==> config.mk <==
export PLATFORM = sky130hd
export DESIGN_NAME = psd_top
export DESIGN_NICKNAME = d
export VERILOG_FILES = /design/src/inc/psd_pkg.sv /design/src/inc/psd_conv_if.sv /design/src/rtl/psd_top.sv /design/src/rtl/psd_result_bank.sv
export VERILOG_INCLUDE_DIRS = /design/src /design/src/inc
export SDC_FILE = /design/constraint.sdc
export NUM_CORES = 1
export LEC_CHECK = 0
export ABC_AREA = 0
export BUFFER_PORTS_ARGS = -buffer_cell sky130_fd_sc_hd__buf_2
export CAP_MARGIN = 40
export CORE_AREA = 2 2 160 99
export CTS_CLUSTER_SIZE = 20
export DETAILED_ROUTE_END_ITERATION = 10
export DIE_AREA = 0 0 162 101
export PLACE_DENSITY_LB_ADDON = 0.15
export SLEW_MARGIN = 20
export SYNTH_ARGS = -nofsm -noshare
export SYNTH_HDL_FRONTEND = slang
export SYNTH_SLANG_ARGS = --single-unit
==> constraint.sdc <==
create_clock -name sys_clk_i -period 3.55 [get_ports sys_clk_i]
set_input_delay 0.71 -clock sys_clk_i [delete_from_list [all_inputs] [get_ports sys_clk_i]]
set_output_delay 0.71 -clock sys_clk_i [all_outputs]
set_load 0.03 [all_outputs]
==> src/inc/psd_cfg.svh <==
`ifndef PSD_CFG_SVH
`define PSD_CFG_SVH
// scan timing in nanoseconds, as printed
`define PSD_SCAN_FIXED_NS 7500
`define PSD_CONV_OVH_NS 4400
`define PSD_CLK_NS 4
// derived cycle counts, rounded up (least times)
`define PSD_SCAN_FIXED_CYC ((`PSD_SCAN_FIXED_NS + `PSD_CLK_NS - 1) / `PSD_CLK_NS)
`define PSD_CONV_OVH_CYC ((`PSD_CONV_OVH_NS + `PSD_CLK_NS - 1) / `PSD_CLK_NS)
`define PSD_CNT_W 16
`define PSD_RES_W 12
`define PSD_DAC_W 8
`define PSD_DAC_RST 8'h00
`define PSD_NCH 4
`define PSD_AVG_W 4
`endif

==> src/inc/psd_pkg.sv <==
package psd_pkg;
	typedef enum logic [1:0]
	{
		PSD_CH_BAT1 = 2'b00,
		PSD_CH_BAT2 = 2'b01,
		PSD_CH_AUX1 = 2'b10,
		PSD_CH_AUX2 = 2'b11
	} psd_chan_t;
	typedef enum logic [2:0]
	{
		PSD_ST_IDLE = 3'b000,
		PSD_ST_FIX = 3'b001,
		PSD_ST_REF = 3'b010,
		PSD_ST_CONV = 3'b011,
		PSD_ST_OVH = 3'b100
	} psd_state_t;
endpackage

==> src/inc/psd_conv_if.sv <==
`timescale 1ns/10ps
`default_nettype none
`include "psd_cfg.svh"
// request/answer pair between scan sequencer and converter front end
interface psd_conv_if;
	logic start;
	psd_pkg::psd_chan_t chan;
	logic done;
	logic [`PSD_RES_W-1:0] data;
	modport seq (output start, output chan, input done, input data);
	modport adc (input start, input chan, output done, output data);
endinterface
`default_nettype wire

==> src/rtl/psd_top.sv <==
// Functional notes
// - scan converts both battery and auxiliary inputs
// - scan end leaves newest value per result
// - one start write runs all four
// - scan time follows the documented formula
// - eight-bit code sets output sink current
// - control bit powers the converter up/down
// - average count zero treated as one
`timescale 1ns/10ps
`default_nettype none
`include "psd_cfg.svh"
module psd_top
(
	input wire logic sys_clk_i,
	input wire logic rstn_i,
	input wire logic scan_start_i,
	input wire logic [`PSD_AVG_W-1:0] average_count_i,
	input wire logic [`PSD_CNT_W-1:0] bits_cycles_i,
	input wire logic [`PSD_CNT_W-1:0] ref_cycles_i,
	input wire logic dac_wr_i,
	input wire logic [`PSD_DAC_W-1:0] dac_data_i,
	input wire logic dac_pwr_wr_i,
	input wire logic dac_pwr_i,
	input wire logic adc_done_i,
	input wire logic [`PSD_RES_W-1:0] adc_data_i,
	output logic adc_start_o,
	output logic [1:0] adc_chan_o,
	output logic scan_busy_o,
	output logic scan_done_o,
	output logic [`PSD_NCH*`PSD_RES_W-1:0] results_o,
	output logic [`PSD_DAC_W-1:0] dac_code_o,
	output logic dac_pwr_o
);
	////////////////////////////////////////////////////////////////
	// reset release synchroniser
	logic rst_s1_reg;
	logic rst_n;
	always_ff @(posedge sys_clk_i or negedge rstn_i)
	begin
		if (!rstn_i)
		begin
			rst_s1_reg <= 1'b0;
			rst_n <= 1'b0;
		end
		else
		begin
			rst_s1_reg <= 1'b1;
			rst_n <= rst_s1_reg;
		end
	end
	////////////////////////////////////////////////////////////////
	// sequencer state
	psd_pkg::psd_state_t state_reg;
	psd_pkg::psd_chan_t chan_reg;
	logic [`PSD_CNT_W-1:0] cnt_reg;
	logic [`PSD_AVG_W-1:0] avg_reg;
	logic [`PSD_AVG_W-1:0] avg_left_reg;
	logic [`PSD_CNT_W-1:0] ref_reg;
	logic [`PSD_CNT_W-1:0] bits_reg;
	logic res_wr;
	psd_conv_if cif();
	// result is latched on the converter answer for the current input
	assign res_wr = (state_reg == psd_pkg::PSD_ST_CONV) && adc_done_i;
	assign cif.start = adc_start_o;
	assign cif.chan = chan_reg;
	assign cif.done = res_wr;
	assign cif.data = adc_data_i;
	// scan sequencer: fixed, reference, then per input average x (conversion until adc_done_i + overhead)
	always_ff @(posedge sys_clk_i or negedge rst_n)
	begin
		if (!rst_n)
		begin
			state_reg <= psd_pkg::PSD_ST_IDLE;
			chan_reg <= psd_pkg::PSD_CH_BAT1;
			cnt_reg <= '0;
			avg_reg <= '0;
			avg_left_reg <= '0;
			ref_reg <= '0;
			bits_reg <= '0;
		end
		else
		begin
			unique case (state_reg)
				psd_pkg::PSD_ST_IDLE:
				begin
					if (scan_start_i)
					begin
						// zero means no averaging
						avg_reg <= (average_count_i == '0) ? `PSD_AVG_W'(1) : average_count_i;
						ref_reg <= ref_cycles_i;
						bits_reg <= bits_cycles_i;
						chan_reg <= psd_pkg::PSD_CH_BAT1;
						cnt_reg <= `PSD_CNT_W'(`PSD_SCAN_FIXED_CYC - 1);
						state_reg <= psd_pkg::PSD_ST_FIX;
					end
				end
				psd_pkg::PSD_ST_FIX:
				begin
					if (cnt_reg == '0)
					begin
						cnt_reg <= ref_reg;
						state_reg <= psd_pkg::PSD_ST_REF;
					end
					else
						cnt_reg <= cnt_reg - 1'b1;
				end
				psd_pkg::PSD_ST_REF:
				begin
					if (cnt_reg == '0)
					begin
						avg_left_reg <= avg_reg;
						state_reg <= psd_pkg::PSD_ST_CONV;
					end
					else
						cnt_reg <= cnt_reg - 1'b1;
				end
				psd_pkg::PSD_ST_CONV:
				begin
					// conversion lasts until the answer on adc_done_i; bits_cycles_i is latched but not counted
					if (adc_done_i)
					begin
						cnt_reg <= `PSD_CNT_W'(`PSD_CONV_OVH_CYC - 1);
						state_reg <= psd_pkg::PSD_ST_OVH;
					end
				end
				psd_pkg::PSD_ST_OVH:
				begin
					if (cnt_reg != '0)
						cnt_reg <= cnt_reg - 1'b1;
					else if (avg_left_reg > `PSD_AVG_W'(1))
					begin
						avg_left_reg <= avg_left_reg - 1'b1;
						state_reg <= psd_pkg::PSD_ST_CONV;
					end
					else if (chan_reg == psd_pkg::PSD_CH_AUX2)
						state_reg <= psd_pkg::PSD_ST_IDLE;
					else
					begin
						// next input in fixed order
						chan_reg <= psd_pkg::psd_chan_t'(chan_reg + 2'b01);
						avg_left_reg <= avg_reg;
						state_reg <= psd_pkg::PSD_ST_CONV;
					end
				end
				default:
					state_reg <= psd_pkg::PSD_ST_IDLE;
			endcase
		end
	end
	////////////////////////////////////////////////////////////////
	// converter request: one-cycle pulse on entry to conversion
	logic conv_entry;
	assign conv_entry = (state_reg == psd_pkg::PSD_ST_REF && cnt_reg == '0)
		|| (state_reg == psd_pkg::PSD_ST_OVH && cnt_reg == '0
		&& !(avg_left_reg <= `PSD_AVG_W'(1) && chan_reg == psd_pkg::PSD_CH_AUX2));
	always_ff @(posedge sys_clk_i or negedge rst_n)
	begin
		if (!rst_n)
			adc_start_o <= 1'b0;
		else
			adc_start_o <= conv_entry;
	end
	// channel and status outputs
	always_ff @(posedge sys_clk_i or negedge rst_n)
	begin
		if (!rst_n)
		begin
			adc_chan_o <= 2'b00;
			scan_busy_o <= 1'b0;
			scan_done_o <= 1'b0;
		end
		else
		begin
			adc_chan_o <= (state_reg == psd_pkg::PSD_ST_OVH && cnt_reg == '0
				&& avg_left_reg <= `PSD_AVG_W'(1) && chan_reg != psd_pkg::PSD_CH_AUX2)
				? 2'(chan_reg + 2'b01) : chan_reg;
			scan_busy_o <= (state_reg != psd_pkg::PSD_ST_IDLE) || scan_start_i;
			scan_done_o <= state_reg == psd_pkg::PSD_ST_OVH && cnt_reg == '0
				&& avg_left_reg <= `PSD_AVG_W'(1) && chan_reg == psd_pkg::PSD_CH_AUX2;
		end
	end
	////////////////////////////////////////////////////////////////
	// result registers (last answer per input stands, no averaging)
	psd_result_bank u_bank
	(
		.clk_i(sys_clk_i),
		.rst_n_i(rst_n),
		.wr_i(cif.done),
		.chan_i(cif.chan),
		.data_i(cif.data),
		.res_o(results_o)
	);
	////////////////////////////////////////////////////////////////
	// d/a data and power control
	always_ff @(posedge sys_clk_i or negedge rst_n)
	begin
		if (!rst_n)
			dac_code_o <= `PSD_DAC_RST;
		else if (dac_wr_i)
			dac_code_o <= dac_data_i;
	end
	always_ff @(posedge sys_clk_i or negedge rst_n)
	begin
		if (!rst_n)
			dac_pwr_o <= 1'b0;
		else if (dac_pwr_wr_i)
			dac_pwr_o <= dac_pwr_i;
	end
endmodule
`default_nettype wire

==> src/rtl/psd_result_bank.sv <==
`timescale 1ns/10ps
`default_nettype none
`include "psd_cfg.svh"
// holds the newest result for each scanned input
module psd_result_bank
(
	input wire logic clk_i,
	input wire logic rst_n_i,
	input wire logic wr_i,
	input wire psd_pkg::psd_chan_t chan_i,
	input wire logic [`PSD_RES_W-1:0] data_i,
	output logic [`PSD_NCH*`PSD_RES_W-1:0] res_o
);
	genvar g;
	generate
		for (g = 0; g < `PSD_NCH; g++)
		begin : g_res
			// one result register per input
			always_ff @(posedge clk_i or negedge rst_n_i)
			begin
				if (!rst_n_i)
					res_o[g*`PSD_RES_W +: `PSD_RES_W] <= '0;
				else if (wr_i && (chan_i == psd_pkg::psd_chan_t'(g)))
					res_o[g*`PSD_RES_W +: `PSD_RES_W] <= data_i;
			end
		end
	endgenerate
endmodule
`default_nettype wire

==> results_dict.tcl, run 1 <==
set metrics [dict create \
    outcome "finished, final reports clean" \
    largest_register_ffs 48 \
    place.gp.congestion 0.8509 \
    period_needed_ps 2668 \
    crit_chain "or4_1 -> nor4b_4 -> nand2_1 -> a21oi_1 -> o21ai_0" \
    fp.coreArea_um2 14980 \
    dieArea_um2 16360 \
    setup_viol 0 \
    synthArstFlopShare_pct 100.0 \
    ys_ff_latch 109 \
    worstSetupPathType "flop to flop" \
    multi_input_area_um2 2263 \
    h-tree-depth 3 \
    ant_nets 0 \
    fin_cells 742 \
    tritoncts "yes" \
    hold_slack_ps 132.0 \
    syn_nets 497 \
    critPathMaxFanout 8 \
    die_w_um 162 \
    crit_required_ps 3760 \
    endpoint_kind "flop" \
    synthesis.area_um2 5119 \
    path_clk_slew_ps 80 \
    critPathLaunchType "flop" \
    ys_seq_area_share_pct 53.29 \
    drt_iter0_drc 261 \
    cts_buffer_depth 2 \
    start_util_pct 34.18 \
    power_per_cell_area_nw_per_um2 388.5 \
    r2r_setup_slack_ps 880 \
    die_h_um 101 \
    placedCellCount 726 \
    grt_pass1_vias 3715 \
    drive_gt1_share_pct 41.93 \
    relSlewSlack_pct 53.29 \
    clkLatencyLatePin_ps 350 \
    slowest_stage "or4_1" \
    cts_buffers 9 \
    seqCellArea_um2 2731 \
    worstReg2RegStart "cnt_reg[7]" \
    postCtsSetupBuffers 0 \
    crit_buf_inv 0 \
    ys_types 61 \
    synth_edf_count 0 \
    synth_ff_type "dfrtp_1" \
    worst_path_largest_cell_delay_ps 680 \
    place_area_um2 5926 \
    final.setup_skew_ps 6.459 \
    critPathTopFamily "simple AND/OR/NAND/NOR gates" \
    arrival_ps 2870 \
    num_vias 3889 \
    grt_pass1_wl_um 20910 \
    ctsResizeCount 0 \
    fin_area_um2 6242 \
    place.detailed.hpwl_um 9515 \
    cts-root-buf "clkbuf_16" \
    fill_cells 1461 \
    avgViaCountPerCell 5.241 \
    io_pins 125 \
    grt_max_degree 47 \
    syn_inst 426 \
    antenna_cells 0 \
    rr_endpoint "cnt_reg[2]" \
    grt-ovfl-total 0 \
    port_buffers 108 \
    tightest_slew_ps 699.0 \
    synthToLayoutAreaGrowth_pct 21.95 \
    drc 0 \
    yosysWarnings 0 \
    reg2regPathDepth 5 \
    slew_viol_final 0 \
    maxCapViolations 0 \
    cts.sinks 109 \
    holdBufCountCts 0 \
    min_path_type "input port to async pin" \
    track_usage_pct 16.54 \
    peakVddDrop_uv 203.9 \
    fin_setup_tns_ps 0 \
    row_count 35 \
    timing.fmax_mhz 374.8 \
    num-nets-final 605 \
    antenna_found_initial 0 \
    drt-pass1-iter-count 5 \
    grt_setup_unrepaired "false" \
    leakagePower_uw 0.003115 \
    fin_crit_sh_pct 75.16 \
    wl_um 12980 \
    mostFrequentLayoutCells "dfrtp_1, buf_2, mux2_2" \
    hold_viol_final 0 \
    synth_area_per_cell_um2 12.02 \
    wl_per_cell_um 17.50 \
]
## worst register-to-register path: stages (launching register included)
cell     delay, ps
dfrtp_1        450
or4_1          680
nor4b_4        460
nand2_1        230
a21oi_1        520
o21ai_0        190
## worst max-delay path by stage
stage / cells past startpoint / slack, ps / endpoint / from
floorplan: 0 / 290 / adc_chan_o[0] / rst_n
CTS: 5 / 940 / cnt_reg[2] / cnt_reg[7]
finish: 5 / 880 / cnt_reg[2] / cnt_reg[7]
global placement: 5 / 950 / cnt_reg[2] / cnt_reg[7]
global route: 5 / 740 / cnt_reg[7] / cnt_reg[7]
detailed placement: 5 / 930 / cnt_reg[2] / cnt_reg[7]
## cell type report
cell class | count | share of cell area (%)
Tap cell | 203 | 4.069
Multi-Input combinational cell | 285 | 36.26
Sequential cell | 109 | 43.76
Inverter | 11 | 0.6615
Clock inverter | 6 | 1.243
Clock buffer | 10 | 3.828
Timing Repair Buffer | 118 | 10.18
## logic make-up (layout without fill, tap and decap cells)
| logic type | after synthesis | in the layout | synth area share (%) |
|---|---|---|---|
| buffers and inverters | 32 | 145 | 2.591 |
| DFF | 109 | 109 | 53.29 |
| other | 1 | 1 | 0.07326 |
| xor gates and xnor gates | 3 | 3 | 0.5134 |
| and+or+nand+nor | 105 | 105 | 11.32 |
| muxes | 79 | 79 | 17.33 |
| adders and majority gates | 8 | 8 | 1.956 |
| AOI/OAI and AO/OA | 89 | 89 | 12.93 |
## Yosys cell counts (all sizes together), types with 5 or more instances
master,count,share of area (%)
a21oi,10,0.98
a31oi,7,0.86
buf,6,0.68
clkbuf,15,1.1
dfrtp,109,53
ha,8,2.0
inv,11,0.81
mux2,77,17
nand2,23,1.7
nand3,5,0.49
nor2,23,1.7
nor3,17,1.7
nor4,6,1.0
o211ai,6,0.88
o21ai,13,1.6
o22ai,11,1.3
o2bb2ai,7,1.2
or2,5,0.61
or4,5,0.88
## through the flow
| stage | power, µW | utilization (%) | worst slack [ps] |
|---|---|---|---|
| after floorplan | 1334 | - | 288.7 |
| after global placement | 1387 | 39.38 | 946.6 |
| after detailed placement | 1393 | 39.57 | 930.2 |
| after CTS | 2469 | 41.68 | 940.8 |
| after global routing | 2531 | 41.68 | 737.3 |
| final | 2425 | 41.68 | 881.8 |
## where the power goes
part | leakage, µW | internal [µW] | total (µW) | switching, µW
registers | 0.00143 | 1250 | 1260 | 11.1
clock network | 0.000153 | 579 | 1060 | 481
logic | 0.00153 | 39.5 | 102 | 62.8
total | 0.00311 | 1870 | 2430 | 554
## routing by layer
metal | up-vias | share of wire (%) | track usage (%) | wire, µm
li1 | 1815 | - | - | -
met1 | 1898 | 52 | 26.20 | 6720
met2 | 157 | 40 | 21.64 | 5196
met3 | 19 | 6.4 | 3.990 | 829
met4 | 0 | 1.8 | 5.174 | 236
met5 | - | 0 | 0 | 0
Note: power is estimated with default switching activity, not from simulation.
==> inputs of run 2 (changes only) <==
Clock period 3.55 ns to 2.6 ns, I/O delays scaled along.
==> results_dict.tcl, run 2 (synthesis results as in run 1) <==
set metrics [dict create \
    outcome "finished, final reports clean" \
    dieArea_um2 16360 \
    worst_path_largest_cell_delay_ps 670 \
    cts_buffers 9 \
    antenna_found_initial 0 \
    fin_setup_tns_ps 0 \
    tritoncts "yes" \
    relSlewSlack_pct 48.24 \
    crit_chain "or4_1 -> or4b_4 -> o21ai_2 -> nand2_1 -> mux2_1" \
    min_path_type "flop to flop" \
    row_count 35 \
    arrival_ps 2730 \
    clkLatencyLatePin_ps 350 \
    ctsResizeCount 0 \
    port_buffers 108 \
    power_uw 3213 \
    power_per_cell_area_nw_per_um2 504.4 \
    path_clk_slew_ps 80 \
    avgViaCountPerCell 5.235 \
    wl_per_cell_um 17.34 \
    worstSetupPathType "flop to flop" \
    switching_share_pct 24.15 \
    crit_required_ps 2830 \
    fin_cells 763 \
    cts.sinks 109 \
    p_int_uw 2437 \
    antenna_cells 0 \
    cts_buffer_depth 2 \
    tightest_slew_ps 774.8 \
    grt_max_degree 51 \
    hold_viol_final 0 \
    synthToLayoutAreaGrowth_pct 24.44 \
    slew_viol_final 0 \
    wl_um 13230 \
    place.gp.congestion 0.8663 \
    place.detailed.hpwl_um 9882 \
    final.setup_skew_ps 8.479 \
    die_h_um 101 \
    largest_register_ffs 48 \
    grt_setup_unrepaired "false" \
    setup_viol 0 \
    peakVddDrop_uv 325.4 \
    h-tree-depth 3 \
    fill_cells 1442 \
    busiest_layer "met1" \
    globalRouteMet2Util_pct 22.95 \
    timing.fmax_mhz 399.6 \
    critPathLaunchType "flop" \
    num_vias 3994 \
    num-nets-final 626 \
    maxCapViolations 0 \
    period_needed_ps 2502 \
    slowest_stage "or4_1" \
    cts-root-buf "clkbuf_16" \
    io_pins 125 \
    track_usage_pct 16.67 \
    grt_pass1_wl_um 21130 \
    fin_crit_sh_pct 96.25 \
    mostFrequentLayoutCells "dfrtp_1, buf_2, mux2_2" \
    grt_use_met3_pct 3.702 \
    fp.coreArea_um2 14980 \
    comb_power_share_pct 4.1 \
    drive_gt1_share_pct 43.93 \
    endpoint_kind "flop" \
    leakagePower_uw 0.003198 \
    drt_iter0_drc 279 \
    ant_nets 0 \
    grt-ovfl-total 0 \
    p_seq_share_pct 53.9 \
    drt-pass1-iter-count 5 \
    placedCellCount 741 \
    crit_buf_inv 0 \
    critPathTopFamily "simple AND/OR/NAND/NOR gates" \
    critPathMaxFanout 8 \
    p_clk_share_pct 42.0 \
    start_util_pct 34.18 \
    die_w_um 162 \
    grt_pass1_vias 3804 \
    drc 0 \
    final_core_util_pct 42.53 \
    use_met1_pct 26.03 \
    p_sw_uw 775.9 \
]
run 2: worst paths after layout:
path / from / to / slack [ps] / depth (start not counted)
min in group asynchronous: rst_n / dac_code_o[0] / 380 / 0
min: rst_s1_reg / rst_n / 350 / 0
max: cnt_reg[7] / cnt_reg[3] / 100 / 5
min reg2reg: rst_s1_reg / rst_n / 350 / 0
max reg2reg: cnt_reg[7] / cnt_reg[3] / 100 / 5
max in group asynchronous: rst_n / u_bank.res_o[5] / 1420 / 1
run 2: per-layer routing:
layer / vias to the layer above / wire length (µm)
li1: 1857 / -
met1: 1984 / 6828
met2: 143 / 5394
met3: 10 / 887
met4: 0 / 121
met5: - / 0
run 2: metrics by stage:
stage | worst slack, ps | hold slack [ps] | area [µm²]
6_report | 97.56 | 353.9 | 6370
5_1_grt | 15.94 | 365.1 | 6370
4_1_cts | 105.8 | 360.4 | 6331
3_5_place_dp | 111.4 | 309.4 | 6031
3_3_place_gp | 122.5 | 305.8 | 6031
2_1_floorplan | 304.1 | 224.4 | 5120
run 2: worst reg2reg max path, delay by kind of cell (launching register included):
kind,cells,cell delay [ps]
AND/OR/NAND/NOR,3,1440
flip-flops,1,460
multiplexers,1,330
AO/OA/AOI/OAI,1,160
run 2: power by group through the flow:
stage | registers, µW | clock network (µW) | logic, µW
finish | 1730 | 1350 | 131
global route | 1740 | 1480 | 145
CTS | 1730 | 1410 | 134
detailed placement | 1770 | 0 | 133
global placement | 1770 | 0 | 130
floorplan | 1800 | 0 | 19.7
run 2: repair_timing:
action                                  CTS  global route
buffers inserted                          0             4
endpoints found under the setup margin    0            15
hold buffers                              1             0
hold endpoints to repair                  2             0
run 2: area by class of cell:
cell class	instances	area (µm²)	share of cell area [%]
inverters	11	41.29	0.6482
flip-flops and latches	109	2731	42.88
clock inverters	7	65.06	1.021
well taps	203	254.0	3.987
repair buffers	138	780.7	12.26
clock buffers	9	225.2	3.536
multi-input cells	286	2272	35.67
